## src/logic/line_irq_pkg.sv

```systemverilog
package line_irq_pkg;

    // ------------------------------------------------------------
    // Register address layout
    // ------------------------------------------------------------
    localparam int          ADDR_W        = 9;
    localparam int          PAGE_LSB      = 4;
    localparam logic [4:0]  GLOBAL_PAGE   = 5'h1F;

    // Per-channel register indices
    localparam logic [3:0]  IDX_LIVE_0    = 4'h0;
    localparam logic [3:0]  IDX_LIVE_1    = 4'h1;
    localparam logic [3:0]  IDX_EDGE_SEL  = 4'h2;
    localparam logic [3:0]  IDX_PEND_0    = 4'h3;
    localparam logic [3:0]  IDX_PEND_1    = 4'h4;
    localparam logic [3:0]  IDX_PEND_2    = 4'h5;
    localparam logic [3:0]  IDX_MASK_0    = 4'h6;
    localparam logic [3:0]  IDX_MASK_1    = 4'h7;
    localparam logic [3:0]  IDX_MASK_2    = 4'h8;

    // Global page register indices
    localparam logic [3:0]  IDX_GLB_CFG   = 4'h0;
    localparam logic [3:0]  IDX_TMR_PEND  = 4'h1;
    localparam logic [3:0]  IDX_SUMMARY_1 = 4'h2;
    localparam logic [3:0]  IDX_SUMMARY_4 = 4'h5;

    // ------------------------------------------------------------
    // Implemented bits and reset values
    // ------------------------------------------------------------
    localparam logic [7:0]  PEND0_BITS    = 8'h00_FF;
    localparam logic [7:0]  PEND1_BITS    = 8'h00_E3;
    localparam logic [7:0]  PEND2_BITS    = 8'h00_3F;
    localparam logic [7:0]  EDGE_BITS     = 8'h00_7F;
    localparam logic [7:0]  GCF_BITS      = 8'h00_03;
    localparam logic [7:0]  TMR_BITS      = 8'h00_01;
    localparam logic [7:0]  EDGE_RESET    = 8'h00_00;
    localparam logic [7:0]  GCF_RESET     = 8'h00_03;

    // Field positions
    localparam int          GCF_TMR_MASK  = 0;
    localparam int          GCF_GLB_MASK  = 1;
    localparam int          TMR_PEND_BIT  = 0;

endpackage

```

## src/logic/line_unit_interrupt_ctrl.sv

```systemverilog
`timescale 1ns/1ps

// How it works
// - Twenty sources: nineteen per channel, one global timer source.
// - Sources one to ten keep a live status bit beside the pending bit.
// - Edge-select picks rising-only or any change of live bit to set pending.
// - Sources eleven to twenty set their pending bit directly per event.
// - Global mask bit 1 of global config blocks every source from outputs.
// - Each source has its own mask bit blocking it from outputs.
// - Any unmasked pending event drives the active-low interrupt pin.
// - Unmasked pending per-channel source sets that channel's summary flag.
// - Host writes one to a pending bit to clear it.
// - Summary flag stays until all that channel's pending bits are cleared.
// - Pin goes inactive only once every pending interrupt is cleared.
// - Live status bits sit at the fixed positions of both status registers.
// - Edge-select bits: shared LOS, AIS, inband; separate for the others.
// - Pending/mask 0 hold jitter FIFO and amplitude at b5, b6, b7.
// - Pending/mask 2 hold violation, zeros, error, counter sources b5..b0.
// - Timer expiry sets timer pending b0, masked by global config b0.
// - Hardware and global software resets leave every source masked.
// - Channel software reset masks only that channel's sources.
module line_unit_interrupt_ctrl
    import line_irq_pkg::*;
#(
    parameter int NUM_CHANNELS = 22
)(
    input  wire logic                          core_clk,
    input  wire logic                          reset_n,
    input  wire logic                          global_soft_reset,
    input  wire logic [NUM_CHANNELS-1:0]       chan_soft_reset,
    // Register port
    input  wire logic [ADDR_W-1:0]             reg_addr,
    input  wire logic                          reg_wr,
    input  wire logic [7:0]                    reg_wdata,
    output logic      [7:0]                    reg_rdata,
    // Live conditions {tx_overcurrent, tx_clock_loss, tx_los, system_los, line_los}
    input  wire logic [NUM_CHANNELS-1:0][4:0]  live_cond_0,
    // Live conditions {system_ais, line_ais, pattern_sync, activate, deactivate}
    input  wire logic [NUM_CHANNELS-1:0][4:0]  live_cond_1,
    // Event pulses {amplitude_overflow, tx_jitter_fifo, rx_jitter_fifo}
    input  wire logic [NUM_CHANNELS-1:0][2:0]  event_0,
    // Event pulses {sys_bpv, line_bpv, sys_exz, line_exz, pattern_err, cnt_ovf}
    input  wire logic [NUM_CHANNELS-1:0][5:0]  event_2,
    input  wire logic                          second_timer_tick,
    // Outputs
    output logic      [NUM_CHANNELS-1:0]       channel_summary_flag,
    output logic                               irq_n_out,
    output logic                               irq_n_oe_n
);

    // ------------------------------------------------------------
    // Helpers
    // ------------------------------------------------------------
    // Rising edges always count; falling edges count where sel is set
    function automatic logic [7:0] edge_set(input logic [7:0] now, input logic [7:0] old,
                                            input logic [7:0] sel);
        edge_set = (now & ~old) | (sel & old & ~now);
    endfunction

    // Write-one-to-clear with the set winning over the clear
    function automatic logic [7:0] w1c(input logic [7:0] cur, input logic hit,
                                       input logic [7:0] data, input logic [7:0] set,
                                       input logic [7:0] bits);
        w1c = ((cur & ~(hit ? data : 8'h00_00)) | set) & bits;
    endfunction

    // ------------------------------------------------------------
    // State
    // ------------------------------------------------------------
    logic [NUM_CHANNELS-1:0][7:0] live_status_0;
    logic [NUM_CHANNELS-1:0][7:0] live_status_1;
    logic [NUM_CHANNELS-1:0][7:0] edge_select;
    logic [NUM_CHANNELS-1:0][7:0] pending_0;
    logic [NUM_CHANNELS-1:0][7:0] pending_1;
    logic [NUM_CHANNELS-1:0][7:0] pending_2;
    logic [NUM_CHANNELS-1:0][7:0] mask_0;
    logic [NUM_CHANNELS-1:0][7:0] mask_1;
    logic [NUM_CHANNELS-1:0][7:0] mask_2;
    logic [7:0]                   global_config;
    logic [7:0]                   timer_pending;
    logic [NUM_CHANNELS-1:0][7:0] live_now_0;
    logic [NUM_CHANNELS-1:0][7:0] live_now_1;
    logic [NUM_CHANNELS-1:0]      next_summary;
    logic                         next_irq;
    logic                         clear_all;
    logic [4:0]                   page;
    logic [3:0]                   idx;
    logic [31:0]                  summary_wide;

    // Global software reset acts exactly like the pin reset
    assign clear_all = !reset_n || global_soft_reset;
    assign page      = reg_addr[ADDR_W-1:PAGE_LSB];
    assign idx       = reg_addr[PAGE_LSB-1:0];

    // Place live conditions at their status register positions
    always_comb
    begin
        for (int c = 0; c < NUM_CHANNELS; c++)
        begin
            live_now_0[c] = {3'h0, live_cond_0[c]};
            live_now_1[c] = {live_cond_1[c][4:2], 3'h0, live_cond_1[c][1:0]};
        end
    end

    // ------------------------------------------------------------
    // Live status
    // ------------------------------------------------------------
    // Previous sample doubles as the readable live status
    always_ff @(posedge core_clk)
    begin
        if (clear_all)
        begin
            live_status_0 <= '0;
            live_status_1 <= '0;
        end
        else
        begin
            live_status_0 <= live_now_0;
            live_status_1 <= live_now_1;
        end
    end

    // ------------------------------------------------------------
    // Host-written configuration
    // ------------------------------------------------------------
    // Edge select, per-channel
    always_ff @(posedge core_clk)
    begin
        for (int c = 0; c < NUM_CHANNELS; c++)
        begin
            if (clear_all)
                edge_select[c] <= EDGE_RESET;
            else if (reg_wr && page == 5'(c) && idx == IDX_EDGE_SEL)
                edge_select[c] <= reg_wdata & EDGE_BITS;
        end
    end

    // Masks come up all set; a channel reset re-masks only its own sources
    always_ff @(posedge core_clk)
    begin
        for (int c = 0; c < NUM_CHANNELS; c++)
        begin
            if (clear_all || chan_soft_reset[c])
            begin
                mask_0[c] <= PEND0_BITS;
                mask_1[c] <= PEND1_BITS;
                mask_2[c] <= PEND2_BITS;
            end
            else if (reg_wr && page == 5'(c))
            begin
                if (idx == IDX_MASK_0)
                    mask_0[c] <= reg_wdata & PEND0_BITS;
                if (idx == IDX_MASK_1)
                    mask_1[c] <= reg_wdata & PEND1_BITS;
                if (idx == IDX_MASK_2)
                    mask_2[c] <= reg_wdata & PEND2_BITS;
            end
        end
    end

    // Global config holds both global and timer masks
    always_ff @(posedge core_clk)
    begin
        if (clear_all)
            global_config <= GCF_RESET;
        else if (reg_wr && page == GLOBAL_PAGE && idx == IDX_GLB_CFG)
            global_config <= reg_wdata & GCF_BITS;
    end

    // ------------------------------------------------------------
    // Sticky pending bits
    // ------------------------------------------------------------
    // Edge sources map through shared and separate select bits
    always_ff @(posedge core_clk)
    begin
        for (int c = 0; c < NUM_CHANNELS; c++)
        begin
            if (clear_all)
            begin
                pending_0[c] <= '0;
                pending_1[c] <= '0;
                pending_2[c] <= '0;
            end
            else
            begin
                pending_0[c] <= w1c(pending_0[c], reg_wr && page == 5'(c) && idx == IDX_PEND_0,
                                    reg_wdata,
                                    edge_set(live_now_0[c], live_status_0[c],
                                             {3'h0, edge_select[c][4:1], edge_select[c][1]})
                                    | {event_0[c], 5'h00}, PEND0_BITS);
                pending_1[c] <= w1c(pending_1[c], reg_wr && page == 5'(c) && idx == IDX_PEND_1,
                                    reg_wdata,
                                    edge_set(live_now_1[c], live_status_1[c],
                                             {edge_select[c][6], edge_select[c][6:5], 3'h0,
                                              edge_select[c][0], edge_select[c][0]}),
                                    PEND1_BITS);
                pending_2[c] <= w1c(pending_2[c], reg_wr && page == 5'(c) && idx == IDX_PEND_2,
                                    reg_wdata, {2'h0, event_2[c]}, PEND2_BITS);
            end
        end
    end

    // Global one-second timer source
    always_ff @(posedge core_clk)
    begin
        if (clear_all)
            timer_pending <= '0;
        else
            timer_pending <= w1c(timer_pending,
                                 reg_wr && page == GLOBAL_PAGE && idx == IDX_TMR_PEND,
                                 reg_wdata, {7'h00, second_timer_tick}, TMR_BITS);
    end

    // ------------------------------------------------------------
    // Summary flags and interrupt pin
    // ------------------------------------------------------------
    // Flags follow pending state directly, so they drop only after all acks
    always_comb
    begin
        for (int c = 0; c < NUM_CHANNELS; c++)
            next_summary[c] = !global_config[GCF_GLB_MASK] &&
                              |((pending_0[c] & ~mask_0[c]) | (pending_1[c] & ~mask_1[c])
                                | (pending_2[c] & ~mask_2[c]));
        next_irq = |next_summary || (timer_pending[TMR_PEND_BIT] &&
                   !global_config[GCF_TMR_MASK] && !global_config[GCF_GLB_MASK]);
    end

    // Open-drain pin: only the enable moves, the driven level is always low
    always_ff @(posedge core_clk)
    begin
        if (clear_all)
        begin
            channel_summary_flag <= '0;
            irq_n_out            <= 1'b0;
            irq_n_oe_n           <= 1'b1;
        end
        else
        begin
            channel_summary_flag <= next_summary;
            irq_n_out            <= 1'b0;
            irq_n_oe_n           <= !next_irq;
        end
    end

    // ------------------------------------------------------------
    // Read path
    // ------------------------------------------------------------
    // Read data lags the address by one cycle; reads have no side effects
    assign summary_wide = 32'(channel_summary_flag);

    always_ff @(posedge core_clk)
    begin
        if (clear_all)
            reg_rdata <= '0;
        else if (page == GLOBAL_PAGE)
        begin
            case (idx)
                IDX_GLB_CFG:  reg_rdata <= global_config;
                IDX_TMR_PEND: reg_rdata <= timer_pending;
                default:      reg_rdata <= (idx >= IDX_SUMMARY_1 && idx <= IDX_SUMMARY_4) ?
                                           summary_wide[8*(idx-IDX_SUMMARY_1) +: 8] : 8'h00_00;
            endcase
        end
        else if (page < 5'(NUM_CHANNELS))
        begin
            case (idx)
                IDX_LIVE_0:   reg_rdata <= live_status_0[page];
                IDX_LIVE_1:   reg_rdata <= live_status_1[page];
                IDX_EDGE_SEL: reg_rdata <= edge_select[page];
                IDX_PEND_0:   reg_rdata <= pending_0[page];
                IDX_PEND_1:   reg_rdata <= pending_1[page];
                IDX_PEND_2:   reg_rdata <= pending_2[page];
                IDX_MASK_0:   reg_rdata <= mask_0[page];
                IDX_MASK_1:   reg_rdata <= mask_1[page];
                IDX_MASK_2:   reg_rdata <= mask_2[page];
                default:      reg_rdata <= 8'h00_00;
            endcase
        end
        else
            reg_rdata <= 8'h00_00;
    end

    logic wr_pend2_ch0;
    assign wr_pend2_ch0 = reg_wr && page == 5'h00 && idx == IDX_PEND_2;
endmodule

```

## config.mk

```make
export PLATFORM = sky130hd
export DESIGN_NAME = line_unit_interrupt_ctrl
export DESIGN_NICKNAME = d
export VERILOG_FILES = /design/src/logic/line_irq_pkg.sv /design/src/logic/line_unit_interrupt_ctrl.sv
export SDC_FILE = /design/constraint.sdc
export NUM_CORES = 2
export LEC_CHECK = 0
export BUFFER_PORTS_ARGS = -buffer_cell sky130_fd_sc_hd__buf_2
export CORE_MARGIN = 8
export CORE_UTILIZATION = 40
export DETAILED_ROUTE_END_ITERATION = 12
export SETUP_SLACK_MARGIN = 0.1
export SYNTH_ARGS = -nofsm -noshare
export SYNTH_HDL_FRONTEND = slang
export SYNTH_SLANG_ARGS = --single-unit
```

## constraint.sdc

```tcl
create_clock -name core_clk -period 2 [get_ports core_clk]
set_input_delay 0.1 -clock core_clk [delete_from_list [all_inputs] [get_ports core_clk]]
set_output_delay 0.1 -clock core_clk [all_outputs]
set_load 0.02 [all_outputs]
```

== Word level (Yosys, flattened, before mapping) ==
Index checks and enable logic that the tools add are counted.
Operators by class
  bitwise gates (word level): 663
  magnitude comparators: 4
  equality and inequality tests: 30
  mux-type cells: 90
  add/sub/neg operators: 1
  shifts and indexed selects: 1
  reduce and logical (&&, ||, !) cells: 257
Operator list (count)
  bitwise AND 8 bit: 176
  NOT 8 bit: 154
  bitwise OR 8 bit: 154
  two-way mux 8 bit: 56
  binary-select mux 8 bit (select 5 bit): 9
  bitwise AND 5 x 8 -> 8 bit: 44
  bitwise AND 6 x 8 -> 8 bit: 22
  NOT 5 -> 8 bit: 22
  NOT 6 -> 8 bit: 22
  OR reduction 8 bit: 22
  logical AND 1 bit: 138
  bitwise AND 6 bit: 22
  two-way mux 6 bit: 22
  NOT 6 bit: 22
  bitwise OR 6 bit: 22
  AND reduction 2 bit: 66
  case mux 8 bit (9 select lines): 1
  equality test 5 x 4 -> 1 bit, second input constant: 8
  equality test 5 bit, second input constant: 7
  variable part select 32 x 33 -> 8 bit: 1
  logical OR 1 bit: 24
  OR reduction 22 bit: 1
  equality test 5 x 3 -> 1 bit, second input constant: 4
  equality test 4 x 3 -> 1 bit, second input constant: 4
  other kinds (18): 23
Storage, ports and cells
  register bits: 1442
  word-level logic and storage cells: 1315
  output and inout bits: 32

== Longest topological paths before layout ==
  word-level depth: 9
  gate-level depth with buffers: 12
  gate-level depth less buffers: 9

== Worst setup path before layout ==
Ideal clock, no wire load.
  kind: input -> register
  from: in reg_addr[5]
  to: reg reg_rdata[4]
  data arrival time: 1962 ps
  stages: 9
  buffers on the path: 4
  slack: -94 ps
  cell sequence: buf_2 > buf_2 > buf_2 > buf_1 > mux4_2 > a221oi_1 > o21ai_0 > a32oi_1 > a31oi_1
Between the ends
  word-level cells in the longest chain between the ends: 5
RTL lines
  start, declared: RTL line line_unit_interrupt_ctrl.sv:32  | input wire logic [ADDR_W-1:0] reg_addr,
  binary-select mux 8 bit (select 5 bit), or another cell as far along: RTL line line_unit_interrupt_ctrl.sv:275  | IDX_MASK_2: reg_rdata <= mask_2[page];
  two-way mux 8 bit (implied by the code), or another cell as far along: RTL line line_unit_interrupt_ctrl.sv:275
  case mux 8 bit (9 select lines): RTL line line_unit_interrupt_ctrl.sv:266  | case (idx)
  two-way mux 8 bit: RTL line line_unit_interrupt_ctrl.sv:264  | else if (page < 5'(NUM_CHANNELS))
  two-way mux 8 bit *: RTL line line_unit_interrupt_ctrl.sv:255  | else if (page == GLOBAL_PAGE)
  end signal, assigned: RTL line line_unit_interrupt_ctrl.sv:267  | IDX_LIVE_0: reg_rdata <= live_status_0[page];
  end signal, assigned: RTL line line_unit_interrupt_ctrl.sv:268  | IDX_LIVE_1: reg_rdata <= live_status_1[page];
  end signal, assigned: RTL line line_unit_interrupt_ctrl.sv:275
  end, declared: RTL line line_unit_interrupt_ctrl.sv:35  | output logic [7:0] reg_rdata,
Every way passes the cells marked *; elsewhere a longest branch is shown, timed or not. The select of a mux whose other input is x is not followed.
A chain may end at the register's enable or synchronous reset.

== Worst setup path in the final report ==
  from: reg pending_2[68] in the netlist's numbering
  to: reg irq_n_oe_n
Between the ends
  word-level cells in the longest chain between the ends: 7
RTL lines
  start, declared: RTL line line_unit_interrupt_ctrl.sv:75  | logic [NUM_CHANNELS-1:0][7:0] pending_2;
  start signal, assigned by index: RTL line line_unit_interrupt_ctrl.sv:197  | pending_2[c] <= w1c(pending_2[c], reg_wr && page == 5'(c) && idx == IDX_PEND_2,
  bitwise AND 6 x 8 -> 8 bit: RTL line line_unit_interrupt_ctrl.sv:223  | | (pending_2[c] & ~mask_2[c]));
  bitwise OR 8 bit: RTL line line_unit_interrupt_ctrl.sv:223
  OR reduction 8 bit: RTL line line_unit_interrupt_ctrl.sv:222  | |((pending_0[c] & ~mask_0[c]) | (pending_1[c] & ~mask_1[c])
  logical AND 1 bit: RTL line line_unit_interrupt_ctrl.sv:221  | next_summary[c] = !global_config[GCF_GLB_MASK] &&
  OR reduction 22 bit: RTL line line_unit_interrupt_ctrl.sv:224  | next_irq = |next_summary || (timer_pending[TMR_PEND_BIT] &&
  logical OR 1 bit: RTL line line_unit_interrupt_ctrl.sv:224
  zero test 1 bit: RTL line line_unit_interrupt_ctrl.sv:241  | irq_n_oe_n <= !next_irq;
  end signal, assigned: RTL line line_unit_interrupt_ctrl.sv:241
  end, declared: RTL line line_unit_interrupt_ctrl.sv:48  | output logic irq_n_oe_n
No other way between the ends.

==> results.py <==
metrics = {
    "outcome": {
        "status": "finished with violations",
        "violations": "antenna rules, setup timing",
    },
    "place": {
        "routabilityCongestion": 1.12,
        "hpwl_um": 269000,
        "port_buffers": 492,
        "pre_cts_ws_ns": -1.17,
        "place_inst": 10158,
    },
    "yosys": {
        "yosysUniqueCellTypes": 72,
        "syn_area_per_cell_um2": 8.53,
        "synth-async-reset-ratio_pct": 0,
        "yosysSeqAreaShare_pct": 42.5,
        "synth_xor_area_share_pct": 0,
        "synth_fa_ha_area_share_pct": 0.0427,
        "synth_ff_type": "dfxtp_1",
        "yosysTopAreaCell": "dfxtp_1",
        "yosys_warnings": 0,
        "synthTopCellsByArea": "dfxtp_1, mux4_2, nand2_1",
        "ys_ff_latch": 1244,
        "synthSimpleGateAreaFrac_pct": 24.1,
        "syn_area_mm2": 0.0586,
        "synth_edf_count": 0,
        "synth.area.mux_share_pct": 17.7,
        "syn-num-nets": 7337,
        "synth_compound_area_share_pct": 10.8,
        "synth_top_family_by_area": "simple AND/OR/NAND/NOR gates",
        "synth_top_area_share_pct": 42.5,
        "syn_inst": 6873,
    },
    "timing": {
        "fmax_ghz": 0.416,
        "final.setup.worst_slack_ns": -0.406,
        "rsz0062_at_grt": "yes",
        "period_share_pct": 120,
        "worstMarginPinSlew_ns": 0.869,
        "setup_viol": 9,
        "timing.hold.ws_ns": 0.0480,
        "fin_skew_ns": 0.0306,
        "relSlewSlack_pct": 41.5,
        "min_period_ns": 2.41,
        "hold_viol": 0,
        "drv_slew": 0,
    },
    "grt": {
        "grt_max_degree": 111,
        "grt-ovfl-total": 0,
        "grt_usage_pct": 42.1,
        "grt_pass1_wl_um": 479000,
        "grt_pass1_vias": 61729,
        "antenna_found_initial": 36,
    },
    "critical_path": {
        "cp.arrival_ns": 3.09,
        "endpoint_kind": "register",
        "crit_required_ns": 2.69,
        "cp-start-kind": "register",
        "criticalPathCategory": "register to register",
        "path_max_fanout": 2,
    },
    "drt": {
        "m1WireLength_um": 135000,
        "final_antenna_net_count": 1,
        "vias_per_cell": 5.99,
        "wl_per_cell_um": 31.7,
        "first_pass_iters": 9,
        "drt_wl_total_um": 348000,
        "wl_met3_um": 48800,
        "highest_layer": "met5",
        "wl_met2_um": 142000,
        "num_vias": 65797,
        "drtIter0Drc": 10229,
        "drc_errors": 0,
    },
    "die": {
        "row_count": 140,
        "die_h_um": 399,
        "start_util_pct": 40.3,
        "die_width_um": 399,
        "pin_count": 494,
        "core_area_mm2": 0.146,
        "dieArea_mm2": 0.159,
    },
    "clock_network": {
        "cts_made_buffers": 146,
        "clock_path_buffers": 3,
        "cts_root_buf": "clkbuf_16",
        "cts.sinks": 1244,
        "clkTransAtPathRegs_ns": 0.06,
        "htreeDepth": 4,
        "clkLatencyLatePin_ns": 0.80,
        "cts_tree": "done",
    },
    "finish": {
        "drive_above_1_share_pct": 28.1,
        "fill_cells": 12837,
        "fin_nets": 9395,
        "fin_cells": 10989,
        "syn_to_final_growth_pct": 43.3,
        "final_cell_mix": "nand2_1, buf_4, dfxtp_1",
        "post-route-util_pct": 57.7,
        "final_common_cell": "nand2_1",
    },
    "power": {
        "power.density_mw_per_mm2": 737,
        "p_leak_nw": 35.3,
        "finalPower_mw": 62.0,
        "peakVddDrop_v": 0.000773,
    },
    "job": {
        "maxCapViolations": 0,
    },
    "hold_path": {
        "hp-class": "primary input to register",
    },
}
-- cell type report --
type / instances / area [µm²] / share of cell area [%]
Antenna cell: 26 / 65.1 / 0.0774
Sequential cell: 1244 / 25000 / 29.7
Clock inverter: 51 / 623 / 0.741
Inverter: 220 / 826 / 0.983
Clock buffer: 212 / 4370 / 5.20
Multi-Input combinational cell: 4965 / 31500 / 37.5
Timing Repair Buffer: 2354 / 19300 / 23.0
Tap cell: 1917 / 2400 / 2.85
-- routing by layer --
metal | global-route usage, % | vias up
met1 | 56.5 | 31830
met4 | 21.9 | 24
met5 | 0 | -
met3 | 13.2 | 925
li1 | - | 27929
met2 | 60.4 | 5089
-- synth_stat cells, drive strengths merged (47+ instances only) --
| cell | count |
|---|---|
| clkbuf | 309 |
| and2 | 231 |
| mux2i | 376 |
| a21oi | 591 |
| nand3 | 544 |
| o22ai | 47 |
| nand2b | 182 |
| dfxtp | 1244 |
| o211ai | 58 |
| inv | 219 |
| mux2 | 52 |
| mux4 | 267 |
| buf | 135 |
| o2111ai | 58 |
| nand2 | 1471 |
| o21ai | 131 |
| nor2 | 663 |
-- critical path: stages, from the launching register on --
cell       delay, ns
dfxtp_2         0.37
nand2b_1        0.25
o2111ai_1       0.25
nor4_1          0.44
buf_4           0.25
a41o_1          0.17
buf_4           0.12
nand4_1         0.11
o41ai_2         0.34
-- state kept, by name, summed over array words and instances (netlist names) --
signal,flops
mask_0,176
pending_0,176
edge_select,154
mask_2,132
pending_2,132
live_status_0,110
live_status_1,110
mask_1,110
pending_1,110
channel_summary_flag,22
reg_rdata,8
global_config,2
irq_n_oe_n,1
timer_pending,1
-- power by group --
group	switching [mW]	total [mW]	internal [mW]	leakage, nW
clock network	11.7	28.2	16.5	2.45
registers	0.813	26.2	25.4	10.1
logic	4.26	7.62	3.36	22.7
-- through the flow --
| stage | area [µm²] | setup TNS, ns |
|---|---|---|
| final | 84000 | -1.85 |
| after global routing | 84000 | -1.93 |
| after CTS | 83700 | -1.45 |
| after detailed placement | 73000 | -177.24 |
| after global placement | 73000 | -170.32 |
| after floorplan | 58800 | -0.00795 |
-- cells by family after synthesis --
kind of cell	after synthesis
simple gates	3209
flops	1244
mux	695
fa+ha+maj	2
buf+inv	664
compound gates	1058
other cells	1
-- final timing paths --
check                  startpoint         endpoint  slack [ns]  cells past startpoint
setup / recovery    pending_2[68]       irq_n_oe_n       -0.41                      8
hold / removal        event_0[29]    pending_0[79]        0.05                      4
setup reg to reg    pending_2[68]       irq_n_oe_n       -0.41                      8
hold reg to reg   edge_select[45]  edge_select[45]        0.48                      2
-- what timing repair did --
item                                    in CTS  in global routing
cloned                                       0                  0
pin swaps                                   27                 23
hold buffers                               530                  0
hold endpoints to repair                  1152                  0
buffers inserted                             6                  7
gates resized for setup                     89                 71
endpoints found under the setup margin      12                 52
(Power assumes the default switching activity.)
